==> src/logic/ldc_pkg.sv <==
package ldc_pkg;
   // link training state machine positions this block cares about
   typedef enum logic [2:0] {
      LDC_OPERATIONAL,
      LDC_DISCONNECTED,
      LDC_WARM_RESET,
      LDC_PHY_OFF,
      LDC_TRAIN0
   } ldc_state_type;

   // low-power select encodings
   localparam logic [1:0] LP_STATE_ZERO = 2'h0;
   localparam logic [1:0] LP_STATE_ONE = 2'h1;
   localparam logic [1:0] LP_STATE_TWO = 2'h2;
   localparam logic [1:0] LP_STATE_THREE = 2'h3;
   localparam int LP_CLOCK_BIT = 1;

   // inactive lane state encodings
   localparam logic [1:0] INLANE_SCRAMBLE = 2'h2;
   localparam logic [1:0] INLANE_ALT = 2'h3;

   // timing
   localparam int CLK_PERIOD_NS = 40;
   localparam int CLK_RETURN_NS = 900;
   localparam int RX_WAIT_NS = 1000;
   // longest time rounds down, least time rounds up
   localparam int CLK_RETURN_CYC = CLK_RETURN_NS / CLK_PERIOD_NS;
   localparam int RX_WAIT_CYC = (RX_WAIT_NS + CLK_PERIOD_NS - 1) / CLK_PERIOD_NS;
   localparam int SYNC_STAGES = 2;
   localparam int TIMER_W = 24;
endpackage : ldc_pkg

==> src/logic/ldc_disconnected_ctrl.sv <==
`timescale 1ns/1ps
// How it works
// - enter on stop with tx on, or disconnect done
// - rx select 11b behaves as PHY off
// - low power 1-3 disables lanes; 2-3 clock too
// - keep DLL lock unless deep state or retune
// - divided state divides clock; PLL relocks on retune
// - reset goes to warm reset first
// - narrowed lanes go inactive; tx off to PHY off
// - clock back at programmed rate within 900ns
// - tx to training 0, full or short time
// - rx waits 1000ns before tracking, then training
// - slow clock return needs select bit 1 zero
// - DLL relocks after frequency change
// - clock switch glitch free, never above link rate
// - state zero or one: DLL lock held, scrambled or not
// - phase recovery keeps seeking until lock
// - inactive lane timer ignores lanes above width under width lock
// - scramble inactive lanes until retrained
module ldc_disconnected_ctrl
   import ldc_pkg::*;
#(
   parameter int LANES = 16,
   parameter int TW = TIMER_W
) (
   input wire logic clock_i,
   input wire logic rst_b_i,
   input wire logic link_stop_n_i,
   input wire logic link_reset_n_i,
   input wire logic transmitter_off_i,
   input wire logic disconnect_done_i,
   input wire logic [1:0] rx_low_power_select_i,
   input wire logic [1:0] tx_low_power_select_i,
   input wire logic [1:0] inactive_lane_state_i,
   input wire logic freq_change_i,
   input wire logic pll_locked_i,
   input wire logic tx_ready_i,
   input wire logic rx_ready_i,
   input wire logic dll_locked_i,
   input wire logic phase_locked_i,
   input wire logic [LANES-1:0] active_lanes_i,
   input wire logic lane_width_lock_i,
   input wire logic [TW-1:0] idle_limit_i,
   input wire logic [TW-1:0] inactive_limit_i,
   output logic [2:0] link_state_o,
   output logic rx_phy_off_o,
   output logic rx_termination_o,
   output logic rx_lane_input_en_o,
   output logic rx_clock_input_en_o,
   output logic dll_hold_lock_o,
   output logic dll_relock_o,
   output logic pll_relock_o,
   output logic clock_divided_o,
   output logic clock_return_late_o,
   output logic rx_track_en_o,
   output logic full_train0_o,
   output logic train0_start_o,
   output logic [LANES-1:0] lanes_inactive_o,
   output logic [LANES-1:0] lanes_scramble_o,
   output logic inactive_timeout_o
);
   ldc_state_type state_ff, nxt_state;
   logic [SYNC_STAGES-1:0] stop_sync_ff, rst_sync_ff;
   logic stop_n, link_rst_n;
   logic stop_n_prev_ff;
   logic [TW-1:0] idle_cnt_ff, inact_cnt_ff;
   logic idle_over_ff;
   logic [5:0] wake_cnt_ff;
   logic waking_ff;
   logic freq_pending_ff;
   logic clk_div_ff, rx_lanes_en_ff, rx_clk_en_ff, dll_hold_ff;
   logic late_ff, track_ff, full_ff, start_ff;
   logic [LANES-1:0] inact_ff, scr_ff;
   logic inact_to_ff;
   logic deep;

   // synchroniser: only the last stage is read
   always_ff @(posedge clock_i) begin
      if (!rst_b_i) begin
         stop_sync_ff <= '1;
         rst_sync_ff <= '1;
      end else begin
         stop_sync_ff <= {stop_sync_ff[SYNC_STAGES-2:0], link_stop_n_i};
         rst_sync_ff <= {rst_sync_ff[SYNC_STAGES-2:0], link_reset_n_i};
      end
   end
   assign stop_n = stop_sync_ff[SYNC_STAGES-1];
   assign link_rst_n = rst_sync_ff[SYNC_STAGES-1];

   always_ff @(posedge clock_i) begin
      if (!rst_b_i) stop_n_prev_ff <= 1'b1;
      else stop_n_prev_ff <= stop_n;
   end

   assign deep = (tx_low_power_select_i == LP_STATE_TWO) ||
                 (tx_low_power_select_i == LP_STATE_THREE);

   always_comb begin
      nxt_state = state_ff;
      unique case (state_ff)
         LDC_OPERATIONAL: begin
            if (!link_rst_n) nxt_state = LDC_WARM_RESET;
            else if ((!stop_n && !transmitter_off_i) || disconnect_done_i)
               nxt_state = LDC_DISCONNECTED;
         end
         LDC_DISCONNECTED: begin
            if (!link_rst_n) nxt_state = LDC_WARM_RESET;
            else if (transmitter_off_i) nxt_state = LDC_PHY_OFF;
            else if (waking_ff && tx_ready_i && !pll_relock_o)
               nxt_state = LDC_TRAIN0;
         end
         LDC_WARM_RESET: begin
            if (link_rst_n) nxt_state = LDC_TRAIN0;
         end
         LDC_PHY_OFF: begin
            if (!link_rst_n) nxt_state = LDC_WARM_RESET;
            else if (!transmitter_off_i) nxt_state = LDC_TRAIN0;
         end
         LDC_TRAIN0: begin
            if (!link_rst_n) nxt_state = LDC_WARM_RESET;
            else if (rx_ready_i && dll_locked_i && phase_locked_i &&
                     track_ff)
               nxt_state = LDC_OPERATIONAL;
         end
      endcase
   end

   always_ff @(posedge clock_i) begin
      if (!rst_b_i) state_ff <= LDC_WARM_RESET;
      else state_ff <= nxt_state;
   end

   // wake-up window after stop release; counts to the longer of the waits
   always_ff @(posedge clock_i) begin
      if (!rst_b_i) begin
         waking_ff <= 1'b0;
         wake_cnt_ff <= '0;
      end else if (!(state_ff == LDC_DISCONNECTED ||
                     state_ff == LDC_TRAIN0) || !stop_n) begin
         waking_ff <= 1'b0;
         wake_cnt_ff <= '0;
      end else if (!stop_n_prev_ff) begin
         waking_ff <= 1'b1;
         wake_cnt_ff <= '0;
      end else if (wake_cnt_ff != 6'(RX_WAIT_CYC)) begin
         wake_cnt_ff <= wake_cnt_ff + 6'h01;
      end
   end

   // receiver starts tracking only after the wait, even if tx trains early
   always_ff @(posedge clock_i) begin
      if (!rst_b_i) track_ff <= 1'b1;
      else if (state_ff == LDC_DISCONNECTED ||
               (state_ff == LDC_TRAIN0 && waking_ff))
         track_ff <= waking_ff && wake_cnt_ff == 6'(RX_WAIT_CYC);
      else track_ff <= 1'b1;
   end

   // clock must be back by the deadline; flag a late return
   always_ff @(posedge clock_i) begin
      if (!rst_b_i) late_ff <= 1'b0;
      else if (waking_ff && wake_cnt_ff == 6'(CLK_RETURN_CYC) &&
               (clk_div_ff || !pll_locked_i))
         late_ff <= 1'b1;
      else if (state_ff == LDC_OPERATIONAL)
         late_ff <= 1'b0;
   end

   // divided clock only while stop held; switch registered so no glitch
   always_ff @(posedge clock_i) begin
      if (!rst_b_i) clk_div_ff <= 1'b0;
      else clk_div_ff <= state_ff == LDC_DISCONNECTED && !stop_n &&
                         tx_low_power_select_i == LP_STATE_ONE;
   end

   always_ff @(posedge clock_i) begin
      if (!rst_b_i) freq_pending_ff <= 1'b0;
      else if (state_ff == LDC_DISCONNECTED && freq_change_i)
         freq_pending_ff <= 1'b1;
      else if (state_ff == LDC_DISCONNECTED && pll_locked_i && stop_n)
         freq_pending_ff <= 1'b0;
   end

   // receiver lane and clock input gating
   always_ff @(posedge clock_i) begin
      if (!rst_b_i) begin
         rx_lanes_en_ff <= 1'b1;
         rx_clk_en_ff <= 1'b1;
      end else if (state_ff == LDC_DISCONNECTED && !stop_n) begin
         rx_lanes_en_ff <= rx_low_power_select_i == LP_STATE_ZERO;
         rx_clk_en_ff <= !rx_low_power_select_i[LP_CLOCK_BIT];
      end else begin
         rx_lanes_en_ff <= 1'b1;
         rx_clk_en_ff <= 1'b1;
      end
   end

   // DLL lock held while disconnected in states zero and one; released for deep states or retune
   always_ff @(posedge clock_i) begin
      if (!rst_b_i) dll_hold_ff <= 1'b0;
      else dll_hold_ff <= state_ff == LDC_DISCONNECTED && !deep &&
                          !freq_pending_ff && !freq_change_i;
   end

   // idle timer picks full or short training time
   always_ff @(posedge clock_i) begin
      if (!rst_b_i) begin
         idle_cnt_ff <= '0;
         idle_over_ff <= 1'b0;
      end else if (state_ff == LDC_DISCONNECTED) begin
         if (idle_cnt_ff != '1) idle_cnt_ff <= idle_cnt_ff + 1'b1;
         if (idle_cnt_ff > idle_limit_i) idle_over_ff <= 1'b1;
      end else if (state_ff == LDC_OPERATIONAL) begin
         idle_cnt_ff <= '0;
         idle_over_ff <= 1'b0;
      end
   end

   always_ff @(posedge clock_i) begin
      if (!rst_b_i) begin
         full_ff <= 1'b1;
         start_ff <= 1'b0;
      end else begin
         start_ff <= nxt_state == LDC_TRAIN0 && state_ff != LDC_TRAIN0;
         if (nxt_state == LDC_TRAIN0 && state_ff == LDC_DISCONNECTED)
            full_ff <= idle_over_ff;
         else if (nxt_state == LDC_TRAIN0 && state_ff != LDC_TRAIN0)
            full_ff <= 1'b1;
      end
   end

   // lanes above the width go inactive; scrambled if so configured
   always_ff @(posedge clock_i) begin
      if (!rst_b_i) begin
         inact_ff <= '0;
         scr_ff <= '0;
      end else begin
         if (state_ff == LDC_DISCONNECTED) inact_ff <= ~active_lanes_i;
         if (state_ff == LDC_OPERATIONAL &&
             (inactive_lane_state_i == INLANE_SCRAMBLE ||
              (inactive_lane_state_i == INLANE_ALT &&
               tx_low_power_select_i == LP_STATE_ONE)))
            scr_ff <= inact_ff;
         else if (state_ff == LDC_WARM_RESET ||
                  (state_ff == LDC_DISCONNECTED && !stop_n))
            scr_ff <= '0;
      end
   end

   // timer on inactive lanes; under width lock the upper lanes never count
   always_ff @(posedge clock_i) begin
      if (!rst_b_i) begin
         inact_cnt_ff <= '0;
         inact_to_ff <= 1'b0;
      end else if (!lane_width_lock_i && |inact_ff) begin
         if (inact_cnt_ff != '1) inact_cnt_ff <= inact_cnt_ff + 1'b1;
         inact_to_ff <= inact_cnt_ff > inactive_limit_i;
      end else begin
         inact_cnt_ff <= '0;
         inact_to_ff <= 1'b0;
      end
   end

   assign link_state_o = state_ff;
   assign rx_phy_off_o = state_ff == LDC_PHY_OFF ||
      (state_ff == LDC_DISCONNECTED &&
       rx_low_power_select_i == LP_STATE_THREE);
   assign rx_termination_o = !rx_phy_off_o;
   assign rx_lane_input_en_o = rx_lanes_en_ff;
   assign rx_clock_input_en_o = rx_clk_en_ff;
   assign dll_hold_lock_o = dll_hold_ff;
   assign dll_relock_o = freq_pending_ff;
   assign pll_relock_o = freq_pending_ff;
   assign clock_divided_o = clk_div_ff;
   assign clock_return_late_o = late_ff;
   assign rx_track_en_o = track_ff;
   assign full_train0_o = full_ff;
   assign train0_start_o = start_ff;
   assign lanes_inactive_o = inact_ff;
   assign lanes_scramble_o = scr_ff;
   assign inactive_timeout_o = inact_to_ff;
endmodule : ldc_disconnected_ctrl

==> config.mk <==
export PLATFORM = sky130hd
export DESIGN_NAME = ldc_disconnected_ctrl
export DESIGN_NICKNAME = d
export VERILOG_FILES = /design/src/logic/ldc_pkg.sv /design/src/logic/ldc_disconnected_ctrl.sv
export SDC_FILE = /design/constraint.sdc
export NUM_CORES = 1
export LEC_CHECK = 0
export BUFFER_PORTS_ARGS = -buffer_cell sky130_fd_sc_hd__buf_2
export CORE_AREA = 2 2 112 114
export CTS_BUF_LIST = sky130_fd_sc_hd__clkbuf_8 sky130_fd_sc_hd__clkbuf_16
export DETAILED_ROUTE_END_ITERATION = 7
export DIE_AREA = 0 0 114 116
export GPL_TIMING_DRIVEN = 1
export PLACE_DENSITY_LB_ADDON = 0.05
export REMOVE_ABC_BUFFERS = 1
export SLEW_MARGIN = 40
export SYNTH_ARGS = -nofsm -noshare
export SYNTH_HDL_FRONTEND = slang
export SYNTH_SLANG_ARGS = --single-unit
==> constraint.sdc <==
create_clock -name clock_i -period 4.7 [get_ports clock_i]
set_clock_uncertainty 0.05 [all_clocks]
set_input_delay 0.94 -clock clock_i [delete_from_list [all_inputs] [get_ports clock_i]]
set_output_delay 0.94 -clock clock_i [all_outputs]
set_load 0.01 [all_outputs]
==> run metrics, run 1 <==
Post-CTS Hold Buffers=0; GPL Wtd Cong=0.893; Post-Syn Area=5940 µm²; R2R Setup Slk=roughly 2300 ps; Switch Pwr=0.490 mW; Sink Count=106; Die X=about 110 µm; setup repair after global routing missed its margin=no; status=finished, final reports clean; worst hold path type=flop to flop; pre-CTS setup slack=2090 ps; Post-synth top flop=dfxtp_1; Crit Path Class=flop to output port; global route overflow=0; Synth warnings=0; First DRT Iteration DRCs=269; root buffer cell=clkbuf_16; Synth cell types=61; CP endpoint kind=output port; CP Data Required Time=3710 ps; power per cell area=276 nW/µm²; Ports=131; clock buffer depth=2; Comb power frac=10.6%; post-DP HPWL=about 11 mm; setup TNS=0 ps; placed inst area=6650 µm²; CP Launch Type=flop; DR vias=5422; Die Area=13200 µm²; post-CTS setup buffer count=0; crit share post-route=a little over half; Critical path origin=link_state_o[0]$_SDFF_PN0_; Final Hold Vio Count=0; drt drc=0; CTS Buf Count=9; syn avg cell area=~8.4 µm²; clock share of power=40.5%; Non-Filler Cell Area, Final=6970 µm²; Pleak=2.90 nW; Post-synth EDFFs=0; Antenna Cells=0; Placement Rows=40; sequential share of power=about half; antenna violations before repair=0; total chip power=1.92 mW; Avg WL per Cell=between 10 and 15 µm; CP max FO=19; WL final=14.0 mm; Critical-path top delay cell=dfxtp_1; Worst Path Arrival=1560 ps; TritonCTS clock tree=done; synthesized flop and latch total=106; Largest delay share family, worst path=flip-flops; gr usage total=22.0%; ys async rst share=0%; H-tree depth=3; clock latency on the worst-skew pair=350 ps; CP bufs+invs=2; share of layout cells above drive strength 1=roughly a fifth; post-synthesis sequential area ratio=35.7%; first-pass GRT wire length=23.9 mm; synth-to-layout area growth=17.4%; Hold Path End=rst_sync_ff[1]$_SDFF_PN1_; Initial Utilization=about half; Reg2Reg Launch Point=idle_cnt_ff[1]$_SDFFE_PN0P_; internal power=approximately 1.4 mW; critical-path cell list=nand2_1, nor2_1, inv_1, buf_2; nets=between 900 and 1000; sw frac=between 20% and 30%; worst hold start=rst_sync_ff[0]$_SDFF_PN1_; die height=116 µm; hold-critical path depth=1; Tmin final=2550 ps; largest net degree at the start of global routing=38; vias per cell=around 5.6; final antenna-violating net count=0; buffers added on ports=130; Mapped Cells=707; R2R depth=6; worst-margin pin slew=about 730 ps; setup violators final=0; final core utilization=roughly three fifths; fmax=393 MHz; max-cap violations=0; Largest stage delay, worst path=710 ps; core region area=roughly 12000 µm²; 1st-pass router iterations=5; final setup margin=2150 ps; vias in the first global route=5182; max-slew violations=0; Worst R2R End=idle_cnt_ff[3]$_SDFFE_PN0P_; clock-pin slew on the worst setup and hold paths=~70 ps; Post-CTS Resized=0; peak supply drop=0.174 mV; Max-slew headroom=51.2%
[registers in the layout, summed over array words and instances (netlist names), 2 cells and up]
signal,count
idle_cnt_ff,24
stop_sync_ff,2
lanes_inactive_o,16
inact_cnt_ff,24
link_state_o,3
wake_cnt_ff,6
lanes_scramble_o,16
rst_sync_ff,2
[cells in the mapped netlist (4+ instances only)]
library cell	count	share of area [%]
and2_1	4	0.42
nand2b_1	9	0.95
o21ai_0	14	1.2
o31ai_1	9	1.1
nand2_1	41	2.6
and3_1	5	0.53
xnor2_1	28	4.1
a211oi_1	26	3.3
a22oi_2	10	2.1
nor3_1	8	0.67
clkbuf_1	11	0.70
or4_1	9	1.1
buf_6	5	0.95
or3_1	12	1.3
nand3_1	29	2.4
and4_1	7	1.0
nand4_1	28	3.0
o21ai_1	7	0.59
nor2_1	88	5.6
ha_1	53	11
buf_2	8	0.67
inv_1	61	3.9
a22oi_1	6	0.76
nor4_1	15	1.6
a21oi_1	53	4.5
dfxtp_1	106	36
[how the worst max path moves through the flow]
stage,to,slack [ps],cells after the start
floorplan,idle_cnt_ff[7]$_SDFFE_PN0P_,430,4
global placement,lanes_scramble_o[5]$_SDFFE_PN0P_,1860,6
detailed placement,idle_over_ff$_SDFFE_PN0P_,2090,8
CTS,rx_termination_o,2140,4
global route,rx_termination_o,1980,4
finish,rx_termination_o,2150,4
[routing by layer]
layer,vias to the layer above,track usage (%),part of all wire (%)
met4,0,7.32,1.4
met3,17,3.29,5.2
met1,2483,31.0,49
li1,2774,-,-
met2,148,34.7,45
met5,-,0,0
[cell usage in the layout, fill, tap and decap left out, drive strengths merged, types with 4 or more instances in the layout]
cell type  instances
clkbuf            10
or3               12
and3               5
and2               4
a21boi             4
a21oi             54
dfxtp            106
ha                53
inv               63
nand4             29
or4                9
xnor2             28
nand2             42
o31ai              9
nand2b             9
a22oi             16
o21ai             21
nor3               8
and4               8
nor4              18
nand3             29
buf              135
a211oi            27
nor2              89
[cell type report]
cell class	count	area [µm²]
fill	1126	4940
multi-input combinational	511	3430
sequential	106	2120
timing repair buffer	135	692
clock buffer	10	239
inverter	61	229
tap	147	184
clock inverter	6	72.6
[power groups by stage]
stage	registers (mW)	clock network [mW]	logic [mW]
after floorplan	0.960	0	0.113
after global routing	0.943	0.841	0.231
after detailed placement	0.960	0	0.203
final	0.939	0.778	0.204
after global placement	0.960	0	0.195
after CTS	0.939	0.801	0.204
[worst register-to-register path, stage by stage (launching register included)]
cell and delay (ps):
dfxtp_1 380, ha_1 220, nand3_1 140, or4_1 580, o21ai_1 610, or3_1 210
a21oi_1 60
[kinds of logic (layout without fill, tap and decap cells)]
group / count (synthesis) / after routing / synth area share [%]
mux: 1 / 1 / 0.169
flops: 106 / 106 / 35.7
fa+ha+maj: 53 / 53 / 11.2
xor+xnor: 31 / 31 / 4.57
simple gates: 273 / 273 / 24.2
buf+inv: 90 / 212 / 6.62
compound gates: 153 / 153 / 17.6
[metrics by stage]
| step | hold WS (ps) | instances |
|---|---|---|
| floorplan | 336 | 678 |
| global placement | 337 | 958 |
| detailed placement | 346 | 959 |
| CTS | 367 | 975 |
| global route | 371 | 976 |
| finish | 363 | 976 |
No activity file was read; power rests on OpenSTA's default activity.
==> inputs of run 2 (changes only) <==
- clock period: 4.7 -> 2.24 ns (I/O delays scaled with it)
==> run 2 against run 1 <==
Against the previous run: routed wire length is 3.9% higher; die area is the same; combinational power is 130% higher; sequential share of layout area shrank 0.53 points; critical endpoint is now idle_cnt_ff[2]$_SDFFE_PN0P_; largest cell class unchanged.
==> run metrics, run 2 (same netlist as run 1, synthesis figures left out) <==
largest net degree at the start of global routing=37; CP max FO=4; gr usage total=22.0%; Die X=114 µm; antenna violations before repair=0; power per cell area=565 nW/µm²; R2R depth=6; crit share post-route=93.0%; 1st-pass router iterations=7; placed inst area=6800 µm²; Post-CTS Resized=0; post-DP HPWL=11.1 mm; Antenna Cells=0; global route overflow=0; CP Data Required Time=2450 ps; worst hold path type=primary input to flop; pre-CTS setup slack=186 ps; vias in the first global route=slightly above 5000; Worst R2R End=idle_cnt_ff[2]$_SDFFE_PN0P_; H-tree depth=3; commonest cells after routing, fill and taps aside=buf_2 (130), dfxtp_1 (106), nor2_1 (88); Post-CTS Hold Buffers=0; CTS Buf Count=9; max-cap violations=0; Final Hold Vio Count=0; buffers added on ports=130; Sink Count=between 100 and 150; clock latency on the worst-skew pair=about 340 ps; Reg2Reg Launch Point=idle_cnt_ff[0]$_SDFFE_PN0P_; final core utilization=59.6%; CP Launch Type=flop; WL final=14.6 mm; max-slew violations=0; CP endpoint kind=flop; Worst Path Arrival=about 2300 ps; Die Area=13200 µm²; setup repair after global routing missed its margin=no; nets=979; root buffer cell=clkbuf_16; Non-Filler Cell Area, Final=7100 µm²; TritonCTS clock tree=done; vias per cell=about 5.6; clock buffer depth=2; Avg WL per Cell=14.6 µm; Ports=131; Filler cells=between 1000 and 1500; status=finished, final reports clean; setup violators final=0; Initial Utilization=49.8%; final setup margin=157 ps; top flop regs=idle_cnt_ff x24, inact_cnt_ff x24; peak supply drop=0.384 mV; core region area=about 12000 µm²; clock-pin slew on the worst setup and hold paths=80 ps; Crit Path Class=flop to flop; Max-slew headroom=57.8%; Pleak=2.99 nW; synth-to-layout area growth=19.5%; Placement Rows=40; First DRT Iteration DRCs=approximately 250; fmax=~480 MHz; share of layout cells above drive strength 1=between 20% and 30%; DR vias=about 5600; post-CTS setup buffer count=0; final antenna-violating net count=0; crit path to=idle_cnt_ff[2]$_SDFFE_PN0P_; worst-margin pin slew=around 630 ps; first-pass GRT wire length=23.7 mm; R2R Setup Slk=160 ps; drt drc=0; GPL Wtd Cong=0.868; Tmin final=2080 ps; most common cell after layout, fill and taps aside=buf_2; Critical path origin=idle_cnt_ff[0]$_SDFFE_PN0P_; total chip power=4.01 mW; die height=roughly 120 µm
[run 2: cell types whose count changed in the layout (fill, tap and decap cells not counted), sizes merged]
cell / change
clkinv: -1
inv: +1
buf: +19
clkinvlp: +1
clkbuf: -1
[run 2: routing by layer]
layer,part of all wire (%),vias up,global-route usage (%)
li1,-,2816,-
met1,47,2582,29.7
met2,46,153,36.1
met3,6.4,8,4.76
met4,0.65,0,5.45
met5,0,-,0
[run 2: worst min-delay path by stage]
stage / cells past startpoint / to / slack, ps / startpoint
floorplan: 1 / rst_sync_ff[1]$_SDFF_PN1_ / 340 / rst_sync_ff[0]$_SDFF_PN1_
global placement: 1 / stop_sync_ff[1]$_SDFF_PN1_ / 340 / stop_sync_ff[0]$_SDFF_PN1_
detailed placement: 1 / stop_sync_ff[1]$_SDFF_PN1_ / 350 / stop_sync_ff[0]$_SDFF_PN1_
CTS: 2 / dll_hold_lock_o$_SDFF_PN0_ / 210 / tx_low_power_select_i[1]
global route: 2 / lanes_inactive_o[1]$_SDFFE_PN0P_ / 210 / active_lanes_i[1]
finish: 2 / dll_hold_lock_o$_SDFF_PN0_ / 220 / tx_low_power_select_i[1]
[run 2: report_power, final]
part	leakage [nW]	switching (mW)	internal [mW]
registers	0.857	0.0432	1.92
logic	1.99	0.269	0.199
clock network	0.145	0.717	0.866
total	2.99	1.03	2.98
[run 2: through the flow]
stage	setup TNS (ps)	hold slack, ps	std cells
after floorplan	-43760	336	678
after global placement	0	338	979
after detailed placement	0	352	979
after CTS	0	208	995
after global routing	0	213	995
final	0	217	995
[run 2: area by class of cell]
class	instances	area, µm²	share of cell area (%)
sequential	106	2120	29.9
clock inverter	7	70.1	0.987
inverter	61	229	3.23
timing repair buffer	154	831	11.7
tap	147	184	2.59
clock buffer	9	225	3.17
multi-input combinational	511	3430	48.4
[run 2: worst max-delay path, stage by stage, from the launching register on]
cell and delay [ps]:
dfxtp_1 370, ha_1 210, nand3_1 140, or4_1 590, o21a_1 250, and3_1 200
nor4_2 190
==> inputs of run 3 (changes only) <==
- CORE_AREA: 2 2 112 114 -> 10 10 120 122
- DIE_AREA: 0 0 114 116 -> 0 0 130 132
- SLEW_MARGIN: 40 -> not set
==> run 3 against run 2 <==
Against the previous run: cell area shrank 0.23%; routed wire length grew 7.3%; register-to-register slack is essentially flat; largest cell class unchanged; largest power group unchanged.
==> run metrics, run 3 (same netlist as run 1, synthesis figures left out) <==
status=finished, final reports clean; Filler cells=~1100; commonest cells after routing, fill and taps aside=buf_2 (130), dfxtp_1 (106), nor2_1 (88); Non-Filler Cell Area, Final=about 7100 µm²; Pleak=2.98 nW; final setup margin=157 ps; fmax=between 400 and 500 MHz; drt drc=0; setup TNS=0 ps; Die Area=~17000 µm²; worst hold path type=primary input to flop; CP Data Required Time=between 2000 and 2500 ps; dpl cells=979; worst-margin pin slew=roughly 980 ps; First DRT Iteration DRCs=346; Ports=131; setup violators final=0; final std cells w/o fill=996; hold slack=222 ps; max-cap violations=0; global route overflow=0; Initial Utilization=49.8%; gr usage total=17.7%; TritonCTS clock tree=done; placed inst area=slightly below 7000 µm²; nets=~1000; vias per cell=5.61; first-pass GRT wire length=25.6 mm; most common cell after layout, fill and taps aside=buf_2; Die X=130 µm; WL final=15.6 mm; Max Used Layer=met4; 1st-pass router iterations=5; Placement Rows=40; clock latency on the worst-skew pair=around 340 ps; clock-pin slew on the worst setup and hold paths=70 ps; root buffer cell=clkbuf_16; synth-to-layout area growth=19.2%; Tmin final=2080 ps; CP endpoint kind=flop; die height=between 100 and 150 µm; CTS Buf Count=9; area of the multi-input gates=3430 µm²; Reg area=2120 µm²; Max-slew headroom=34.4%; share of layout cells above drive strength 1=22.6%; wl on met1=approximately 7.4 mm; final core utilization=just under 60%; total chip power=3.93 mW; antenna violations before repair=1; largest net degree at the start of global routing=37; setup repair after global routing missed its margin=no; DR vias=5586; Crit Path Class=flop to flop; Sink Count=106; Met3 Wirelength=~1.2 mm; Final Hold Vio Count=0; R2R Setup Slk=160 ps; vias in the first global route=5403; Worst Path Arrival=roughly 2300 ps; power per cell area=555 nW/µm²; crit share post-route=93.0%; H-tree depth=3; pre-CTS setup slack=197 ps; CP max FO=4; buffers added on ports=130; core region area=11900 µm²; max-slew violations=0; CP Launch Type=flop; WL met2=about 7.0 mm; top flop regs=idle_cnt_ff x24, inact_cnt_ff x24; final antenna-violating net count=0; GPL Wtd Cong=0.880; post-DP HPWL=12.1 mm; Post-CTS Hold Buffers=0; peak supply drop=around 0.38 mV; clock buffer depth=2; Avg WL per Cell=15.7 µm
run 3: cell count changes in the layout (fill, tap and decap cells not counted):
cell,delta
a21oi_4,-1
bufinv_16,-1
buf_4,-1
a21oi_2,+1
clkinv_2,+1
inv_1,-1
clkinv_4,-1
inv_6,+1
clkbuf_8,+1
buf_6,+1
diode_2,+1
run 3: area by class of cell:
class,count,area share [%]
Antenna cell,1,0.0353
Timing Repair Buffer,154,11.8
Sequential cell,106,30.0
Inverter,61,3.23
Clock inverter,6,0.583
Tap cell,147,2.60
Clock buffer,10,3.38
Multi-Input combinational cell,511,48.4
run 3: path summary, 6_finish.rpt:
path,startpoint,end,cells past startpoint
hold reg to reg,stop_sync_ff[0]$_SDFF_PN1_,stop_sync_ff[1]$_SDFF_PN1_,1
setup reg to reg,idle_cnt_ff[1]$_SDFFE_PN0P_,idle_cnt_ff[2]$_SDFFE_PN0P_,6
setup / recovery,idle_cnt_ff[1]$_SDFFE_PN0P_,idle_cnt_ff[2]$_SDFFE_PN0P_,6
hold / removal,active_lanes_i[12],lanes_inactive_o[12]$_SDFFE_PN0P_,2
run 3: power breakdown:
| part | internal, mW | switching [mW] |
|---|---|---|
| registers | 1.92 | 0.0433 |
| logic | 0.197 | 0.270 |
| clock network | 0.787 | 0.717 |
run 3: critical path, stage by stage (launching register included):
cell and delay (ps):
dfxtp_1 380, ha_1 230, nand3_1 150, or4_1 560, o21a_1 240, and3_1 200, nor4_2 190
run 3: what timing repair did:
action | CTS | global route
hold endpoints to repair | 0 | 0
endpoints found under the setup margin | 0 | 1
gates resized for setup | 0 | 1
setup buffers | 0 | 0
run 3: metal layers:
metal	vias up	GRT usage (%)
li1	2820	-
met1	2611	23.6
met2	147	27.3
met3	8	5.79
met4	0	3.25
met5	-	0
